--- src/rtl/sfr_map_pkg.sv ---
`default_nettype none
package sfr_map_pkg;

    localparam logic [7:0] ADDR_POINTER_LOW       = 8'h82;
    localparam logic [7:0] ADDR_POINTER_HIGH      = 8'h83;
    localparam logic [7:0] ADDR_CONV0_CONTROL     = 8'h8E;
    localparam logic [7:0] ADDR_CPU_CLOCK_DIVIDER = 8'h95;
    localparam logic [7:0] ADDR_CONV1_CONTROL     = 8'h97;
    localparam logic [7:0] ADDR_CONV_MODE_B       = 8'hA1;
    localparam logic [7:0] ADDR_AUXILIARY         = 8'hA2;
    localparam logic [7:0] ADDR_CONV_INPUT_SELECT = 8'hA3;
    localparam logic [7:0] ADDR_COMPARATOR1       = 8'hAC;
    localparam logic [7:0] ADDR_COMPARATOR2       = 8'hAD;
    localparam logic [7:0] ADDR_CONV1_BOUND_LOW   = 8'hBC;
    localparam logic [7:0] ADDR_BAUD_GEN_CONTROL  = 8'hBD;
    localparam logic [7:0] ADDR_BAUD_RATE_LOW     = 8'hBE;
    localparam logic [7:0] ADDR_BAUD_RATE_HIGH    = 8'hBF;
    localparam logic [7:0] ADDR_CONV_MODE_A       = 8'hC0;
    localparam logic [7:0] ADDR_CONV1_BOUND_HIGH  = 8'hC4;
    localparam logic [7:0] ADDR_CONV1_RESULT0     = 8'hD5;
    localparam logic [7:0] ADDR_CONV1_RESULT1     = 8'hD6;
    localparam logic [7:0] ADDR_CONV1_RESULT2     = 8'hD7;
    localparam logic [7:0] ADDR_TWO_WIRE_CONTROL  = 8'hD8;
    localparam logic [7:0] ADDR_TWO_WIRE_DATA     = 8'hDA;
    localparam logic [7:0] ADDR_TWO_WIRE_OWN_ADDR = 8'hDB;
    localparam logic [7:0] ADDR_TWO_WIRE_CLK_LOW  = 8'hDC;
    localparam logic [7:0] ADDR_TWO_WIRE_CLK_HIGH = 8'hDD;
    localparam logic [7:0] ADDR_ACCUMULATOR       = 8'hE0;
    localparam logic [7:0] ADDR_FLASH_CONTROL     = 8'hE4;
    localparam logic [7:0] ADDR_FLASH_DATA        = 8'hE5;
    localparam logic [7:0] ADDR_FLASH_ADDR_LOW    = 8'hE6;
    localparam logic [7:0] ADDR_FLASH_ADDR_HIGH   = 8'hE7;
    localparam logic [7:0] ADDR_B_REGISTER        = 8'hF0;
    localparam logic [7:0] ADDR_CONV0_RESULT3     = 8'hF4;
    localparam logic [7:0] ADDR_CONV1_RESULT3     = 8'hF5;

    localparam int unsigned NUM_REGS = 32;

    // ordered table of addresses, index = storage slot
    localparam logic [NUM_REGS*8-1:0] REG_ADDR_TABLE = {
        ADDR_CONV1_RESULT3, ADDR_CONV0_RESULT3, ADDR_B_REGISTER, ADDR_FLASH_ADDR_HIGH,
        ADDR_FLASH_ADDR_LOW, ADDR_FLASH_DATA, ADDR_FLASH_CONTROL, ADDR_ACCUMULATOR,
        ADDR_TWO_WIRE_CLK_HIGH, ADDR_TWO_WIRE_CLK_LOW, ADDR_TWO_WIRE_OWN_ADDR,
        ADDR_TWO_WIRE_DATA, ADDR_TWO_WIRE_CONTROL, ADDR_CONV1_RESULT2, ADDR_CONV1_RESULT1,
        ADDR_CONV1_RESULT0, ADDR_CONV1_BOUND_HIGH, ADDR_CONV_MODE_A, ADDR_BAUD_RATE_HIGH,
        ADDR_BAUD_RATE_LOW, ADDR_BAUD_GEN_CONTROL, ADDR_CONV1_BOUND_LOW, ADDR_COMPARATOR2,
        ADDR_COMPARATOR1, ADDR_CONV_INPUT_SELECT, ADDR_AUXILIARY, ADDR_CONV_MODE_B,
        ADDR_CONV1_CONTROL, ADDR_CPU_CLOCK_DIVIDER, ADDR_CONV0_CONTROL, ADDR_POINTER_HIGH,
        ADDR_POINTER_LOW
    };

    // slot of 0xE4 in the table above, counted from the low end
    localparam int unsigned SLOT_FLASH_CONTROL = 25;

    localparam logic [7:0] RESET_ZERO              = 8'h00;
    localparam logic [7:0] RESET_CONV1_BOUND_HIGH  = 8'hFF;
    localparam logic [7:0] RESET_FLASH_STATUS      = 8'h70;
    localparam logic [7:0] RESET_FLASH_COMMAND     = 8'h00;

    // bits forced to zero on write, per slot (fixed-zero and reserved positions)
    localparam logic [7:0] ZERO_MASK_AUXILIARY     = 8'h06;
    localparam logic [7:0] ZERO_MASK_TWO_WIRE_CTRL = 8'h82;

    // flash status bit positions
    localparam int unsigned FLASH_BUSY_BIT         = 7;
    localparam int unsigned FLASH_HVA_BIT          = 3;
    localparam int unsigned FLASH_HVE_BIT          = 2;
    localparam int unsigned FLASH_SV_BIT           = 1;
    localparam int unsigned FLASH_OI_BIT           = 0;

    typedef struct packed {
        logic       write_strobe;
        logic       read_strobe;
        logic [7:0] address;
        logic [7:0] write_data;
    } sfr_request_t;

    typedef struct packed {
        logic       bit_write;
        logic [7:0] bit_address;
        logic       bit_value;
    } bit_request_t;

    typedef struct packed {
        logic       busy;
        logic       high_voltage_active;
        logic       high_voltage_error;
        logic       security_violation;
        logic       operation_interrupted;
    } flash_status_t;

endpackage : sfr_map_pkg

`default_nettype wire

--- src/rtl/sfr_map_access_rules.sv ---
// Notes on behaviour
// - reserved bits are written as zero and their read value is not promised.
// - bits fixed at zero are written as zero and always read back as zero.
// - bits fixed at one are written as one and always read back as one; no stored bit is forced to one, only flash status bits 6..4 read as one.
// - the flash control address reads status (reset 0x70) but a write loads a command.
// - the upper bound register of converter one resets to all ones, the rest to zero.
// - accumulator, B and two-wire control are bit addressable at register plus index.
// - the sixteen-bit pointer is split into a high byte and a low byte one below.
`timescale 1ns/1ps
`default_nettype none

module sfr_map_access_rules
    import sfr_map_pkg::*;
(
    input  wire logic          clock,
    input  wire logic          srst,
    input  wire sfr_request_t  request,
    input  wire bit_request_t  bit_request,
    input  wire flash_status_t flash_status,
    output logic [7:0]         read_data,
    output logic [7:0]         flash_command_code,
    output logic               flash_command_valid,
    output logic [15:0]        sixteen_bit_pointer
);

    // address decode into slot index
    function automatic logic [NUM_REGS-1:0] decode_slot(input logic [7:0] addr);
        logic [NUM_REGS-1:0] hit;
        hit = '0;
        for (int i = 0; i < NUM_REGS; i++) begin
            hit[i] = (REG_ADDR_TABLE[i*8 +: 8] == addr);
        end
        return hit;
    endfunction : decode_slot

    // bit-address decode: base register and index
    function automatic logic [2:0] decode_bit_reg(input logic [7:0] baddr);
        logic [2:0] sel;
        sel = 3'b000;
        if (baddr[7:3] == ADDR_ACCUMULATOR[7:3]) sel[0] = 1'b1;
        if (baddr[7:3] == ADDR_B_REGISTER[7:3]) sel[1] = 1'b1;
        if (baddr[7:3] == ADDR_TWO_WIRE_CONTROL[7:3]) sel[2] = 1'b1;
        return sel;
    endfunction : decode_bit_reg

    function automatic logic [7:0] reset_value(input int unsigned slot);
        logic [7:0] v;
        v = RESET_ZERO;
        if (REG_ADDR_TABLE[slot*8 +: 8] == ADDR_CONV1_BOUND_HIGH) v = RESET_CONV1_BOUND_HIGH;
        return v;
    endfunction : reset_value

    function automatic logic [7:0] zero_mask(input int unsigned slot);
        logic [7:0] m;
        m = 8'h00;
        if (REG_ADDR_TABLE[slot*8 +: 8] == ADDR_AUXILIARY) m = ZERO_MASK_AUXILIARY;
        if (REG_ADDR_TABLE[slot*8 +: 8] == ADDR_TWO_WIRE_CONTROL) m = ZERO_MASK_TWO_WIRE_CTRL;
        return m;
    endfunction : zero_mask

    logic [NUM_REGS-1:0] write_hit;
    logic [NUM_REGS-1:0] read_hit;
    logic [2:0]          bit_sel;
    logic [2:0]          bit_index;
    logic [7:0]          reg_q [NUM_REGS];
    logic [7:0]          read_mux;
    logic [7:0]          flash_status_byte;
    logic [7:0]          read_data_q;
    logic [7:0]          command_q;
    logic                command_valid_q;
    logic                flash_write;

    assign write_hit = request.write_strobe ? decode_slot(request.address) : '0;
    assign read_hit  = request.read_strobe  ? decode_slot(request.address) : '0;
    assign bit_sel   = bit_request.bit_write ? decode_bit_reg(bit_request.bit_address) : 3'b000;
    assign bit_index = bit_request.bit_address[2:0];
    assign flash_write = write_hit[SLOT_FLASH_CONTROL];

    // status view of flash control; bits 6..4 read as one
    assign flash_status_byte = RESET_FLASH_STATUS | {flash_status.busy, 3'b000,
                                flash_status.high_voltage_active,
                                flash_status.high_voltage_error,
                                flash_status.security_violation,
                                flash_status.operation_interrupted};

    // per-slot storage; flash control slot keeps no storage
    genvar g;
    generate
        for (g = 0; g < NUM_REGS; g++) begin : g_reg
            if (g == SLOT_FLASH_CONTROL) begin : g_flash
                assign reg_q[g] = flash_status_byte;
            end else begin : g_store
                localparam logic [7:0] KEEP_ZERO = zero_mask(g);
                logic [7:0] d;
                logic [7:0] q;
                always_comb begin
                    d = q;
                    if (write_hit[g]) d = request.write_data & ~KEEP_ZERO;
                    if (REG_ADDR_TABLE[g*8 +: 8] == ADDR_ACCUMULATOR && bit_sel[0])
                        d[bit_index] = bit_request.bit_value;
                    if (REG_ADDR_TABLE[g*8 +: 8] == ADDR_B_REGISTER && bit_sel[1])
                        d[bit_index] = bit_request.bit_value;
                    if (REG_ADDR_TABLE[g*8 +: 8] == ADDR_TWO_WIRE_CONTROL && bit_sel[2])
                        d[bit_index] = bit_request.bit_value & ~KEEP_ZERO[bit_index];
                end
                always_ff @(posedge clock) begin
                    if (srst) q <= reset_value(g);
                    else q <= d;
                end
                assign reg_q[g] = q;
            end
        end
    endgenerate

    always_comb begin
        read_mux = 8'h00;
        for (int i = 0; i < NUM_REGS; i++) begin
            if (read_hit[i]) read_mux = reg_q[i];
        end
    end

    always_ff @(posedge clock) begin
        if (srst) begin
            read_data_q     <= RESET_ZERO;
            command_q       <= RESET_FLASH_COMMAND;
            command_valid_q <= 1'b0;
        end else begin
            read_data_q     <= read_mux;
            command_valid_q <= flash_write;
            if (flash_write) command_q <= request.write_data;
        end
    end

    logic [15:0] pointer_q;
    always_ff @(posedge clock) begin
        if (srst) pointer_q <= {RESET_ZERO, RESET_ZERO};
        else pointer_q <= {reg_q[1], reg_q[0]};
    end

    assign read_data           = read_data_q;
    assign flash_command_code  = command_q;
    assign flash_command_valid = command_valid_q;
    assign sixteen_bit_pointer = pointer_q;

endmodule : sfr_map_access_rules

`default_nettype wire

--- config.mk ---
export PLATFORM = sky130hd
export DESIGN_NAME = sfr_map_access_rules
export DESIGN_NICKNAME = d
export VERILOG_FILES = /design/src/rtl/sfr_map_pkg.sv /design/src/rtl/sfr_map_access_rules.sv
export SDC_FILE = /design/constraint.sdc
export NUM_CORES = 1
export LEC_CHECK = 0
export BUFFER_PORTS_ARGS = -buffer_cell sky130_fd_sc_hd__clkbuf_2
export CAP_MARGIN = 25
export CORE_MARGIN = 2
export CORE_UTILIZATION = 55
export CTS_BUF_LIST = sky130_fd_sc_hd__clkbuf_8
export DETAILED_ROUTE_END_ITERATION = 16
export GPL_TIMING_DRIVEN = 0
export PLACE_DENSITY = 0.73
export SYNTH_ARGS = -nofsm -noshare
export SYNTH_HDL_FRONTEND = slang
export SYNTH_SLANG_ARGS = --single-unit
--- constraint.sdc ---
create_clock -name clock -period 2.65 [get_ports clock]
set_clock_uncertainty 0.15 [all_clocks]
set_input_delay 0 -clock clock [delete_from_list [all_inputs] [get_ports clock]]
set_output_delay 0 -clock clock [all_outputs]
set_load 0.01 [all_outputs]
# --- Word-level counts from Yosys, hierarchy flattened ---
# Memory sizes are Yosys's and may differ from the RTL's.
# Index checks and enable logic that the tools add are counted.
totals:
  register_bits: 279
  mem_bits_ro: 8
  inputBits: 35
  output_inout_bits: 33
  elab_cells: 126
  mem_count: 1
memory_table:
  columns: ["name", "words", "word_bits", "read_ports", "rd_clocked_by_memory_dff", "wr", "line", "rtl"]
  rows:
  - ["(no name shown)", 8, 1, 1, 0, 0, "sfr_map_access_rules.sv:104", "d[bit_index] = bit_request.bit_value & ~KEEP_ZERO[bit_index];"]
op_classes:
  magnitude_cmp: 2
  n_eq_ne: 35
  mux: 50
  bitwise: 2
  reduce_logical: 1
ops:
  columns: ["op", "n"]
  rows:
  - ["8-bit two-way mux", 38]
  - ["8-bit equality test, first input constant", 32]
  - ["32-bit two-way mux", 2]
  - ["8-bit bitwise mux", 3]
  - ["5-bit equality test, second input constant", 3]
  - ["1-bit two-way mux", 5]
  - ["3-bit by 4-bit < comparator with 1-bit output, second input constant", 1]
  - ["1-bit demux with 3-bit select", 1]
  - ["3-bit by 1-bit >= comparator with 1-bit output, second input constant", 1]
  - ["3-bit two-way mux", 1]
  - ["1-bit bitwise AND", 1]
  - ["1-bit logical AND", 1]
  - ["1-bit NOT", 1]

# --- Logic depth before layout (Yosys ltp) ---
# Gate-level depths: netlist (run 1).
logic_depth:
  ltp_word: 34
  depth_mapped: 12
  depth_no_buf: 7

# --- Worst setup path after synthesis (run 1) ---
# Ideal clock, no wire load.
synth_timing:
  path_kind: "in2reg"
  from: "input request[9] in the netlist's numbering"
  to: "register read_data_q[3] (netlist: read_data[3])"
  setup_time_ns: 0.127
  arrival_time_ns: 1.735
  required_time_ns: 2.373
  path_slack_ns: 0.637
  cell_stages: 9
  n_path_buf: 2
  cell_sequence: "buf_6 > or4_4 > buf_6 > or3_4 > o22ai_1 > nor3_1 > a21oi_1 > a21boi_1 > a31oi_1"
synth_via:
  elab_chain_len: 34
  word_cells_on_any_way: 65
  classes_between: "eq/ne (32); mux (33)"
synth_rtl:
  columns: ["item", "line", "rtl"]
  rows:
  - ["start: declaration", "sfr_map_access_rules.sv:17", "input wire sfr_request_t request,"]
  - ["8-bit equality test", "sfr_map_access_rules.sv:31", "hit[i] = (REG_ADDR_TABLE[i*8 +: 8] == addr);"]
  - ["32-bit two-way mux *", "sfr_map_access_rules.sv:74", "assign read_hit = request.read_strobe ? decode_slot(request.address) : '0;"]
  - ["8-bit two-way mux (31 in a row)", "sfr_map_access_rules.sv:118", "if (read_hit[i]) read_mux = reg_q[i];"]
  - ["8-bit two-way mux *", "sfr_map_access_rules.sv:118", null]
  - ["end signal: assignment", "sfr_map_access_rules.sv:128", "read_data_q <= read_mux;"]
  - ["end: declaration", "sfr_map_access_rules.sv:68", "logic [7:0] read_data_q;"]
# Mark *: on every way between the ends. The rest lies on a longest branch, timed or not.
# A chain may end at the register's enable or synchronous reset.

# --- Worst setup path after layout (run 1) ---
layout_timing:
  from: "input request[8] in the netlist's numbering"
  to: "register read_data_q[0] (netlist: read_data[0])"
# Same word-level chain as after synthesis.

==> results of run 1 <==
[area by class of cell]
type,instances,area [µm²],area share [%]
clock buffer,60,826,5.38
sequential,279,5590,36.4
multi-input combinational,1086,7280,47.4
clock inverter,23,95.1,0.619
tap,319,399,2.60
buffer,109,497,3.23
inverter,3,11.3,0.0733
timing repair buffer,100,672,4.37
[layer usage]
metal | GRT usage, % | wire [µm]
met2 | 63.7 | 23200
met1 | 48.4 | 19800
met5 | 0 | 0
met4 | 25.5 | 3790
met3 | 7.12 | 4710
[power by group]
part	switching, mW	leakage (nW)	internal (mW)
combinational	0.473	3.47	0.158
sequential	0.00426	2.25	4.20
clock	1.79	0.543	2.02
total	2.27	6.26	6.38
[flip-flops by register name, summed over array words and instances (netlist names)]
register and flops:
g.g_store.q 246, flash_command_valid 1, flash_command_code 8, read_data 8
sixteen_bit_pointer 16
[kinds of logic after synthesis]
group / Yosys count
buffers and inverters: 113
AO/OA/AOI/OAI: 245
multiplexers: 262
AND/OR/NAND/NOR: 579
flip-flops: 279
[final timing paths]
check                      endpoint  slack, ns  cells after the start
max                    read_data[0]       0.07                     10
min          g_reg[29].g_store.q[3]       0.05                      7
max reg2reg            read_data[2]       0.14                      7
min reg2reg  g_reg[15].g_store.q[4]       0.34                      2
[Yosys cell counts, drive strengths merged (26+ instances only)]
| cell type | n |
|---|---|
| nor2 | 307 |
| a21oi | 27 |
| clkbuf | 76 |
| nand2 | 71 |
| o22ai | 28 |
| nor3 | 42 |
| nor2b | 26 |
| nand3 | 42 |
| dfxtp | 279 |
| buf | 34 |
| o21ai | 42 |
| mux2i | 254 |
[critical path, stage by stage]
cell and delay, ns:
clkbuf_2 0.14, buf_4 0.19, buf_6 0.15, nand3_1 0.40, nor3_1 0.95, a221oi_1 0.22, nor2_1 0.22, a2111oi_1 0.13
o21a_1 0.15, o22ai_1 0.31
[stage by stage]
stage               total power, mW  util (%)
finish                         8.65      65.1
global route                   8.84      65.1
CTS                            8.60      64.9
detailed placement             4.87      59.6
global placement               4.86      59.5
floorplan                      4.62         -
[timing repair]
item,CTS,global route
setup endpoints to repair,1,9
hold buffers,33,2
gates resized for setup,1,9
gates cloned,0,0
hold endpoints to repair,28,4
pin swaps,0,3
[cells in the final DEF, fill, tap and decap left out, types with 6 or more instances in the layout]
master           n
nor2_1         295
dfxtp_1        279
mux2i_1        254
clkbuf_1        76
nand2_1         71
clkbuf_2        64
clkbuf_8        60
nand3_1         41
o21ai_0         38
dlygate4sd3_1   34
nor3_1          28
o22ai_1         28
a21oi_1         27
nor2b_1         26
inv_1           20
a211oi_1        19
buf_2           16
nand4_1         14
a31oi_1         14
buf_4           13
and3_1          13
nor2_2          12
a22oi_1         12
nor3_2          10
a221oi_1        10
nand2b_1         9
o211ai_1         9
mux2_2           8
or3_1            8
o311a_1          8
o221ai_1         7
a22o_1           7
a221o_1          6
==> results.md, run 1 <==
- The number of global-route vias before repair was 12300.
- Hold is met by approximately 0.047 ns.
- Power spread over the standard cell area amounts to about 560 nW/µm².
- The number of routed nets with antenna violations is 0.
- The complex-gate fraction of the synthesized area is 13.3%.
- The netlist uses 86 different library cells.
- After Yosys synthesis, XOR and XNOR cells account for 0% of the synthesized area.
- Setup slack closes at 0.0708 ns.
- The flow ran to the end, and the final reports show no timing, DRC or antenna violations.
- After the last flow step, the layout net total stands at 1661.
- The leakage component of the power is 6.26 nW.
- The cell area that synthesis handed to floorplanning was 13300 µm².
- The count of unresolved DRC violations after routing is 0.
- Setup violations remaining at the end of the flow were counted as 0.
- In this run, the number of DRC markers left after iteration 0 of detailed routing was between 1500 and 2000.
- Summing the areas of all fa, ha and maj instances in the mapped netlist gives 0% of the synthesized area.
- Setup repair after global routing left no endpoint under its margin.
- The clock net in this run drives a total of between 200 and 300 sinks.
- In this run the worst path has a maximum fanout of 10.
- For this run, the number of Yosys warnings is 0.
- The number of pins exceeding their max-slew limit in the final report is 0.
- The area enclosed by the die boundary is 25500 µm².
- Of the post-synthesis cell area, the part taken by muxes is 19.7%.
- For the worst setup path, the data arrival time is 2.87 ns.
- The final worst-path cycle share is 97.3%.
- The core region is 23600 µm².
- The worst setup path is launched from an input port.
- The filler cells instantiated in the layout total slightly above 2000.
- The count of standard-cell rows is 56.
- In the global route stage, overall resource usage came out at around two fifths.
- TritonCTS built the clock tree.
- The worst-case headroom to the max-slew limit is 19.1%.
- The clock tree synthesis step divided the H-tree into 2 levels.
- The root buffer cell is clkbuf_8.
- The proportion of synthesized flip-flops having asynchronous set or reset is 0%.
- Adding up every negative setup slack in the final design gives 0 ns.
- Sorting the synthesized cells by area gives the leading types as dfxtp_1 42%, mux2i_1 19%, nor2_1 8.3%, clkbuf_1 2.1%, nand2_1 2.0%.
- The synthesized netlist devotes 21.3% of its cell area to simple gates.
- The max-capacitance violation count is 0.
- The first-pass iteration count of the detailed router is 9.
- The kind of end point of the critical path is a register.
- The most used flip-flop cell after synthesis is dfxtp_1.
- The maximum vdd drop is between 0.0005 and 0.0006 V.
- The die boundary height is 160 µm.
- The clock input transition at the sequential cells of the worst setup and hold paths is approximately 0.06 ns.
- The post-synth net total is 1513.
- In this run the worst setup path begins at request[8].
- After layout, the minimum clock period comes to 2.58 ns.
- With fillers left out, the area of the finished cells amounts to 15400 µm².
- The overall via count from detail_route is 12800.
- The biggest area contributor in the post-synthesis netlist is dfxtp_1.
- The flop and latch count out of synthesis is around 280.
- The first-pass GRT wire length is 76300 µm.
- The final routed wire length divided by cell count is between 20 and 30 µm.
- The clock latency on the worst-skew pair is 0.58 ns.
- For this run the aggregate overflow at the end of global routing stands at 0.
- Once placement completed, the tool counted placed cells totaling 1863.
- The width of the die is approximately 160 µm.
- In the synthesized netlist, the number of instances is 1478.
- The type of the worst min-delay path is in2reg.
- The synthesis-to-layout area growth is 15.2%.
- The critical path in this run is classified as in2reg.
- The achievable clock frequency is 0.388 GHz.
- The worst hold path begins at bit_request[8].
- The initial antenna violation count is 0.
- The worst register-to-register path begins at g_reg[0].g_store.q[2].
- The share of the Yosys chip area taken by registers is around two fifths.
- The slew at the pin closest to its max-slew limit is 1.20 ns.
- Buffers placed on the I/O ports in this run total 64.
- The number of clock buffers added by TritonCTS is 47.
- The mean area per synthesized cell is 9.02 µm².
- The count of flip-flops with a built-in enable after synthesis is 0.
- Before CTS, the worst setup slack after placement is -0.721 ns.
- The top cell type's share of synthesized area is 41.9%.
- The number of post-CTS setup repair buffers is 0.
- The boundary pin count is 68.
- The largest family of logic cells by synthesized area is simple AND/OR/NAND/NOR gates.
- Routability-driven placement finished with a final weighted congestion of ~1.0.
- The endpoint required time on the critical path is 2.95 ns.
- Excluding fillers, the count of instances in the completed layout stands at about 2000.
- The initial utilization of the core area, before any placement, comes to 56.5%.
- The post-route netlist has 12.7% of its cells at a drive strength greater than 1.
- The ratio of routed vias to standard cells is around 6.5.
- The buffer levels on the longest clock path is 3.
- The antenna diode count is 0.
- Detailed placement finished with a half-perimeter wire length of 37200 µm.
- The final hold violation count came to 0.
- Entering global routing, the biggest net connects 12 pins.
- The total wire length after detailed routing is 51500 µm.
- The post-placement cell area is 14100 µm².
(Power assumes the default switching activity.)
==> inputs of run 2 (changes only) <==
==> constraint.sdc (replaced) <==
create_clock -name clock -period 2.49 [get_ports clock]
set_clock_uncertainty 0.15 [all_clocks]
set_input_delay 0 -clock clock [delete_from_list [all_inputs] [get_ports clock]]
set_output_delay 0 -clock clock [all_outputs]
set_load 0.05 [all_outputs]
==> results.md, run 2 (synthesis results as in run 1) <==
- The flow ran to the end, but the final reports show violations.
- The final reports fail on negative setup slack.
- The power after layout was 9.20 mW (+6.4%).
- The maximum vdd drop is 0.000531 V (+5.7%).
- The worst path in the final design needs a cycle of 2.50 ns, including I/O delays and setup.
- The number of inserted filler cells in the final layout came to 2050 (-0.44%).
- The worst-case headroom to the max-slew limit was 23.6% (+4.5 points).
- The flip-flop count of the largest register after layout is 246 (unchanged).
- The number of CTS-inserted buffers came to 47 (unchanged).
- The number of global-route vias before repair is 12300 (-0.27%).
- The sink count of the clock tree came to 279 (unchanged).
- The first-pass GRT wire length is 76100 µm (-0.23%).
- The critical setup path kind is in2reg.
- The number of routed nets with antenna violations is 0 (unchanged).
- The final setup TNS is -0.00984 ns (-0.00984 ns).
- The endpoint arrival time on the critical path is 2.83 ns (-0.04 ns).
- The total placed cells including tap cells is 1863 (unchanged).
- The number of pins exceeding their max-slew limit in the final report is 0 (unchanged).
- The number of nets in the finished design came to 1667 (+0.36%).
- The total grt overflow is 0 (unchanged).
- The most frequent standard cell in the layout excluding fill and tap cells is nor2_1.
- The first-pass iteration count of the detailed router is 6 (-3).
- The clock latency on the worst-skew pair is 0.58 ns (about the same).
- The total wire length after detailed routing is 51300 µm (-0.38%).
- The root buffer cell is clkbuf_8.
- The buffer levels on the longest clock path is 3 (unchanged).
- The ratio of routed vias to standard cells is 6.45 (-0.48%).
- The slew at the pin closest to its max-slew limit was 1.14 ns (-0.0671 ns).
- The critical path's largest stage delay came to 1.00 ns (+0.05 ns).
- The clock input transition at the sequential cells of the worst setup and hold paths is 0.08 ns (+0.02 ns).
- The routed wire length on met2 is 23100 µm (-0.43%).
- The boundary pin count is 68 (unchanged).
- Leaving out fill and tap cells, the most frequent cells in the layout are 294 x nor2_1, 279 x dfxtp_1, 254 x mux2i_1.
- The minimum setup slack in the final design was -0.00984 ns (-0.0806 ns).
- The core region area came to 23600 µm² (unchanged).
- The overall via count from detail_route is 12800 (-0.12%).
- Static timing analysis puts the maximum clock frequency at between 0.4 and 0.5 GHz.
- The endpoint required time on the critical path is 2.82 ns (-0.13 ns).
- STA classifies the critical path endpoint as a register.
- The max-capacitance violation count was 0 (unchanged).
- TritonCTS built the clock tree.
- The setup slack at placement is -0.881 ns (-0.160 ns).
- The count of unresolved DRC violations after routing is 0 (unchanged).
- The cell family with the largest share of critical-path delay is simple AND/OR/NAND/NOR gates.
- The initial antenna violation count is 1 (+1).
- The power per unit of standard cell area was 596 nW/µm² (+5.8%).
- The final cell count without fillers is 1986 (+0.35%).
- The met3 layer wire length in the routed design was 4530 µm (-3.8%).
- The initial core utilization is 56.5% (unchanged).
- Setup repair after global routing left no endpoint under its margin.
- The count of buffer and inverter cells on the critical path is 3 (unchanged).
- The final routed wire length divided by cell count is 25.8 µm (-0.73%).
- The topmost layer with routed signal wires is met4.
- The die boundary height was 160 µm (unchanged).
- The leakage component of the power came to 6.31 nW (+0.76%).
- The number of setup violations in the final report came to 1 (+1).
- The biggest fanout along the worst timing path is 10 (unchanged).
- The final worst-path cycle share is 100%.
- The number of DRC markers in iteration 0 came to 1593 (+2.8%).
- The cell area after layout is 15400 µm² (+0.55%).
- The post-placement cell area is 14100 µm² (unchanged).
- The routability-driven placement congestion ratio is 1.00 (unchanged).
- The overall routing resource usage came to 39.3% (-0.14 points).
- The quantity of I/O buffers inserted on ports is 64 (unchanged).
- The startpoint class of the critical path is an input port.
- The register name with the most flops is g.g_store.q.
- The detailed-route wire length on metal 1 is 19900 µm (+0.27%).
- The type of the worst min-delay path is in2reg.
- The fraction of layout cells with a size suffix above 1 came to 13.4% (+0.73 points).
- The width of the die is 160 µm (unchanged).
- The area enclosed by the die boundary is 25500 µm² (unchanged).
- The HPWL after detailed placement was 37200 µm (unchanged).
- Walking the worst path, the cells encountered are clkbuf_2 > buf_4 > buf_6 > nand4b_1 > nor3_1 > a221oi_1 > nor2_1 > a2111o_1 > o221ai_1 > a21oi_1.
- The master of the slowest instance on the critical path is nor3_1.
- The area growth from synthesis to layout is 15.8%.
- The pin count of the biggest net entering global routing was 12 (unchanged).
- The depth of the CTS H-tree is 2 (unchanged).
- The count of standard-cell rows came to 56 (unchanged).
- The final hold violation count was 0 (unchanged).
## run 2: what timing repair did
action / in CTS / in global routing
setup buffers: 0 / 7
hold endpoints to repair: 33 / 0
gates resized for setup: 6 / 15
hold buffers: 34 / 0
pin swaps: 1 / 4
endpoints found under the setup margin: 4 / 12
## run 2: final cells by class
class	count	area, µm²	share of cell area [%]
diodes	1	2.50	0.0162
plain buffers	108	497	3.22
clock buffers	60	826	5.35
clock inverters	23	95.1	0.616
inverters	3	12.5	0.0810
multi-input cells	1086	7310	47.3
flip-flops and latches	279	5590	36.2
well taps	319	399	2.58
repair buffers	107	724	4.69
## run 2: final timing paths
| kind | start | endpoint | slack (ns) | depth (start not counted) |
|---|---|---|---|---|
| hold / removal | request[15] | g_reg[17].g_store.q[3] | 0.05 | 5 |
| setup / recovery | request[8] | read_data[4] | -0.01 | 10 |
| hold reg to reg | g_reg[15].g_store.q[4] | g_reg[15].g_store.q[4] | 0.34 | 2 |
| setup reg to reg | g_reg[0].g_store.q[1] | read_data[1] | 0.07 | 6 |
## run 2: power by group
part           switching, mW  internal (mW)
combinational          0.509          0.172
clock                   1.89           2.15
sequential           0.00453           4.47
## run 2: routing by layer
metal / track usage (%) / up-vias
met5: 0 / -
met4: 26.0 / 0
met3: 6.42 / 217
met2: 62.9 / 800
met1: 49.0 / 6131
li1: - / 5667
## run 2: metrics by stage
stage	utilization, %	hold WS [ns]
4_1_cts	65.0	0.0243
3_3_place_gp	59.5	0.168
6_report	65.4	0.0480
2_1_floorplan	-	0.0191
3_5_place_dp	59.6	0.161
5_1_grt	65.4	0.0757
## run 2: tightest hold or removal path: stages
cell	delay (ns)
clkbuf_2	0.13
nand4b_2	0.22
nor3_2	0.17
mux2i_1	0.15
nor2_1	0.07
==> inputs of run 3 (changes only) <==
--- a/config.mk
+++ b/config.mk
@@ -13,6 +13,7 @@
 export DETAILED_ROUTE_END_ITERATION = 16
 export GPL_TIMING_DRIVEN = 0
 export PLACE_DENSITY = 0.73
+export SETUP_SLACK_MARGIN = 0.15
 export SYNTH_ARGS = -nofsm -noshare
 export SYNTH_HDL_FRONTEND = slang
 export SYNTH_SLANG_ARGS = --single-unit
==> results.md, run 3 (synthesis results as in run 1) <==
- The die boundary height is 160 µm (unchanged).
- The number of pins exceeding their max-slew limit in the final report is 0 (unchanged).
- The reg-to-reg setup timing slack came to 0.17 ns (+0.10 ns).
- The ratio of routed vias to standard cells was 6.47 (+0.31%).
- The final setup TNS is 0 ns (+0.00984 ns).
- The number of DRC markers in iteration 0 is 1506 (-5.5%).
- The number of cells on the worst hold path is 6 (+1).
- The minimum period implied by the final worst setup slack is 2.35 ns (-0.146 ns).
- The clock input transition at the sequential cells of the worst setup and hold paths came to 0.06 ns (-0.02 ns).
- The critical path in this run is classified as in2reg.
- The maximum vdd drop was 0.000533 V (+0.26%).
- The routability-driven placement congestion ratio is 1.00 (unchanged).
- The initial antenna violation count is 0 (-1).
- The worst register-to-register path ends at read_data[1].
- The met1 track demand over resource was 48.7% (-0.32 points).
- Relative to the synthesized area, the layout overhead comes to 17.1%.
- The start point of the worst hold path is bit_request[8].
- The achievable clock frequency is 0.425 GHz (+6.2%).
- The number of inserted filler cells in the final layout is 2030 (-0.98%).
- The count of standard-cell rows is 56 (unchanged).
- The flip-flop count of the largest register after layout is 246 (unchanged).
- The overall routing resource usage is 39.4% (+0.17 points).
- The worst hold slack is -0.00390 ns (-0.0519 ns).
- The clock latency on the worst-skew pair was 0.58 ns (about the same).
- The startpoint class of the critical path is an input port.
- The width of the die was 160 µm (unchanged).
- Setup repair after global routing could not meet its margin everywhere.
- The setup slack at placement is -0.881 ns (unchanged).
- The checks that failed: negative hold slack.
- The buffer levels on the longest clock path came to 3 (unchanged).
- The number of routed nets with antenna violations was 0 (unchanged).
- The first-pass GRT wire length is 76500 µm (+0.42%).
- The quantity of I/O buffers inserted on ports is 64 (unchanged).
- The type of the worst min-delay path is in2reg.
- The total grt overflow is 0 (unchanged).
- The total wire length after detailed routing is 51700 µm (+0.73%).
- The pin count of the biggest net entering global routing is 12 (unchanged).
- The root buffer cell is clkbuf_8.
- The final routed wire length divided by cell count is 25.9 µm (+0.22%).
- The boundary pin count is 68 (unchanged).
- The flow ran to the end, but the final reports show violations.
- The number of nets in the finished design is 1678 (+0.66%).
- The worst min-delay path endpoint is g_reg[29].g_store.q[4].
- The biggest fanout along the worst timing path is 10 (unchanged).
- The number of global-route vias before repair came to 12400 (+0.66%).
- The endpoint arrival time on the critical path is 2.68 ns (-0.15 ns).
- In the layout the commonest cells are 293 x nor2_1, 279 x dfxtp_1, 254 x mux2i_1.
- The first-pass iteration count of the detailed router was 5 (-1).
- The post-placement cell area was 14100 µm² (unchanged).
- The endpoint required time on the critical path was 2.82 ns (about the same).
- The leakage component of the power is 6.42 nW (+1.9%).
- The clock tree from TritonCTS is done.
- The final worst-path cycle share is 94.5% (-5.9 points).
- The met2 demand-to-capacity share in global routing is 62.8% (-0.12 points).
- The slew at the pin closest to its max-slew limit is 1.10 ns (-0.0369 ns).
- g.g_store.q holds more flip-flops than any other register.
- The overall via count from detail_route came to 12900 (+0.81%).
- STA classifies the critical path endpoint as a register.
- The number of setup violations in the final report is 0 (-1).
- The startpoint identified for the worst register-to-register timing path is g_reg[0].g_store.q[1].
- The layer flagged by global routing as most heavily used is met2.
- The count of unresolved DRC violations after routing is 0 (unchanged).
- The initial core utilization was 56.5% (unchanged).
- The cell area after layout is 15600 µm² (+1.1%).
- The antenna diode count is 0 (-1).
- The library cell used most frequently in the layout, excluding fill and tap cells, is nor2_1.
- The depth of the worst register-to-register path is 6 (unchanged).
- The HPWL after detailed placement is 37200 µm (unchanged).
- The max-capacitance violation count is 0 (unchanged).
- The power per unit of standard cell area is 591 nW/µm² (-0.83%).
- The fraction of met3 tracks used by global routing is 7.51% (+1.1 points).
- The fraction of layout cells with a size suffix above 1 came to 15.1% (+1.6 points).
- The power after layout came to 9.22 mW (+0.23%).
- The sink count of the clock tree was 279 (unchanged).
- The area enclosed by the die boundary is 25500 µm² (unchanged).
- The depth of the CTS H-tree is 2 (unchanged).
- The number of CTS-inserted buffers is 47 (unchanged).
- The minimum setup slack in the final design is 0.136 ns (+0.146 ns).
- The final hold violation count is 1 (+1).
- The core region area is 23600 µm² (unchanged).
- The worst-case headroom to the max-slew limit is 26.4% (+2.8 points).
[run 3: layout make-up]
| class | instances | area [µm²] | share of cell area (%) |
|---|---|---|---|
| Buffer | 110 | 523 | 3.35 |
| Clock buffer | 60 | 826 | 5.29 |
| Clock inverter | 23 | 95.1 | 0.609 |
| Inverter | 3 | 11.3 | 0.0721 |
| Multi-Input combinational cell | 1086 | 7390 | 47.3 |
| Sequential cell | 279 | 5590 | 35.8 |
| Tap cell | 319 | 399 | 2.56 |
| Timing Repair Buffer | 116 | 785 | 5.02 |
[run 3: per-layer routing]
layer / up-vias / part of all wire, %
li1: 5694 / -
met1: 6203 / 39
met2: 801 / 45
met3: 221 / 8.4
met4: 0 / 7.6
met5: - / 0
[run 3: worst max path at each step]
| stage | depth (start not counted) | startpoint | to |
|---|---|---|---|
| after floorplan | 9 | request[9] | read_data[3] |
| after global placement | 9 | request[8] | read_data[0] |
| after detailed placement | 9 | request[8] | read_data[0] |
| after CTS | 8 | request[11] | read_data[0] |
| after global routing | 11 | request[8] | read_data[7] |
| final | 12 | request[8] | read_data[1] |
[run 3: critical path, cell delays in order]
cell and delay, ns:
clkbuf_2 0.12, buf_4 0.19, buf_6 0.15, buf_4 0.19
inv_2 0.12, buf_6 0.18, a31oi_1 0.12, a221oi_2 0.42
o22ai_1 0.18, a222oi_1 0.57, o21ai_1 0.22, a31oi_2 0.21
[run 3: power by group]
part           switching, mW  internal [mW]
logic                  0.519          0.178
clock network           1.90           2.15
registers            0.00455           4.47
[run 3: what timing repair did]
action / CTS / global route
setup endpoints to repair: 5 / 16
setup buffers: 8 / 11
resized for setup: 12 / 39
pin swaps: 5 / 8
endpoints found under the hold margin: 33 / 0
hold buffers: 34 / 0
[run 3: metrics by stage]
stage,util [%],std cells
CTS,65.4,1988
detailed placement,59.6,1863
global placement,59.5,1861
finish,66.1,1996
floorplan,-,1478
global route,66.1,1996
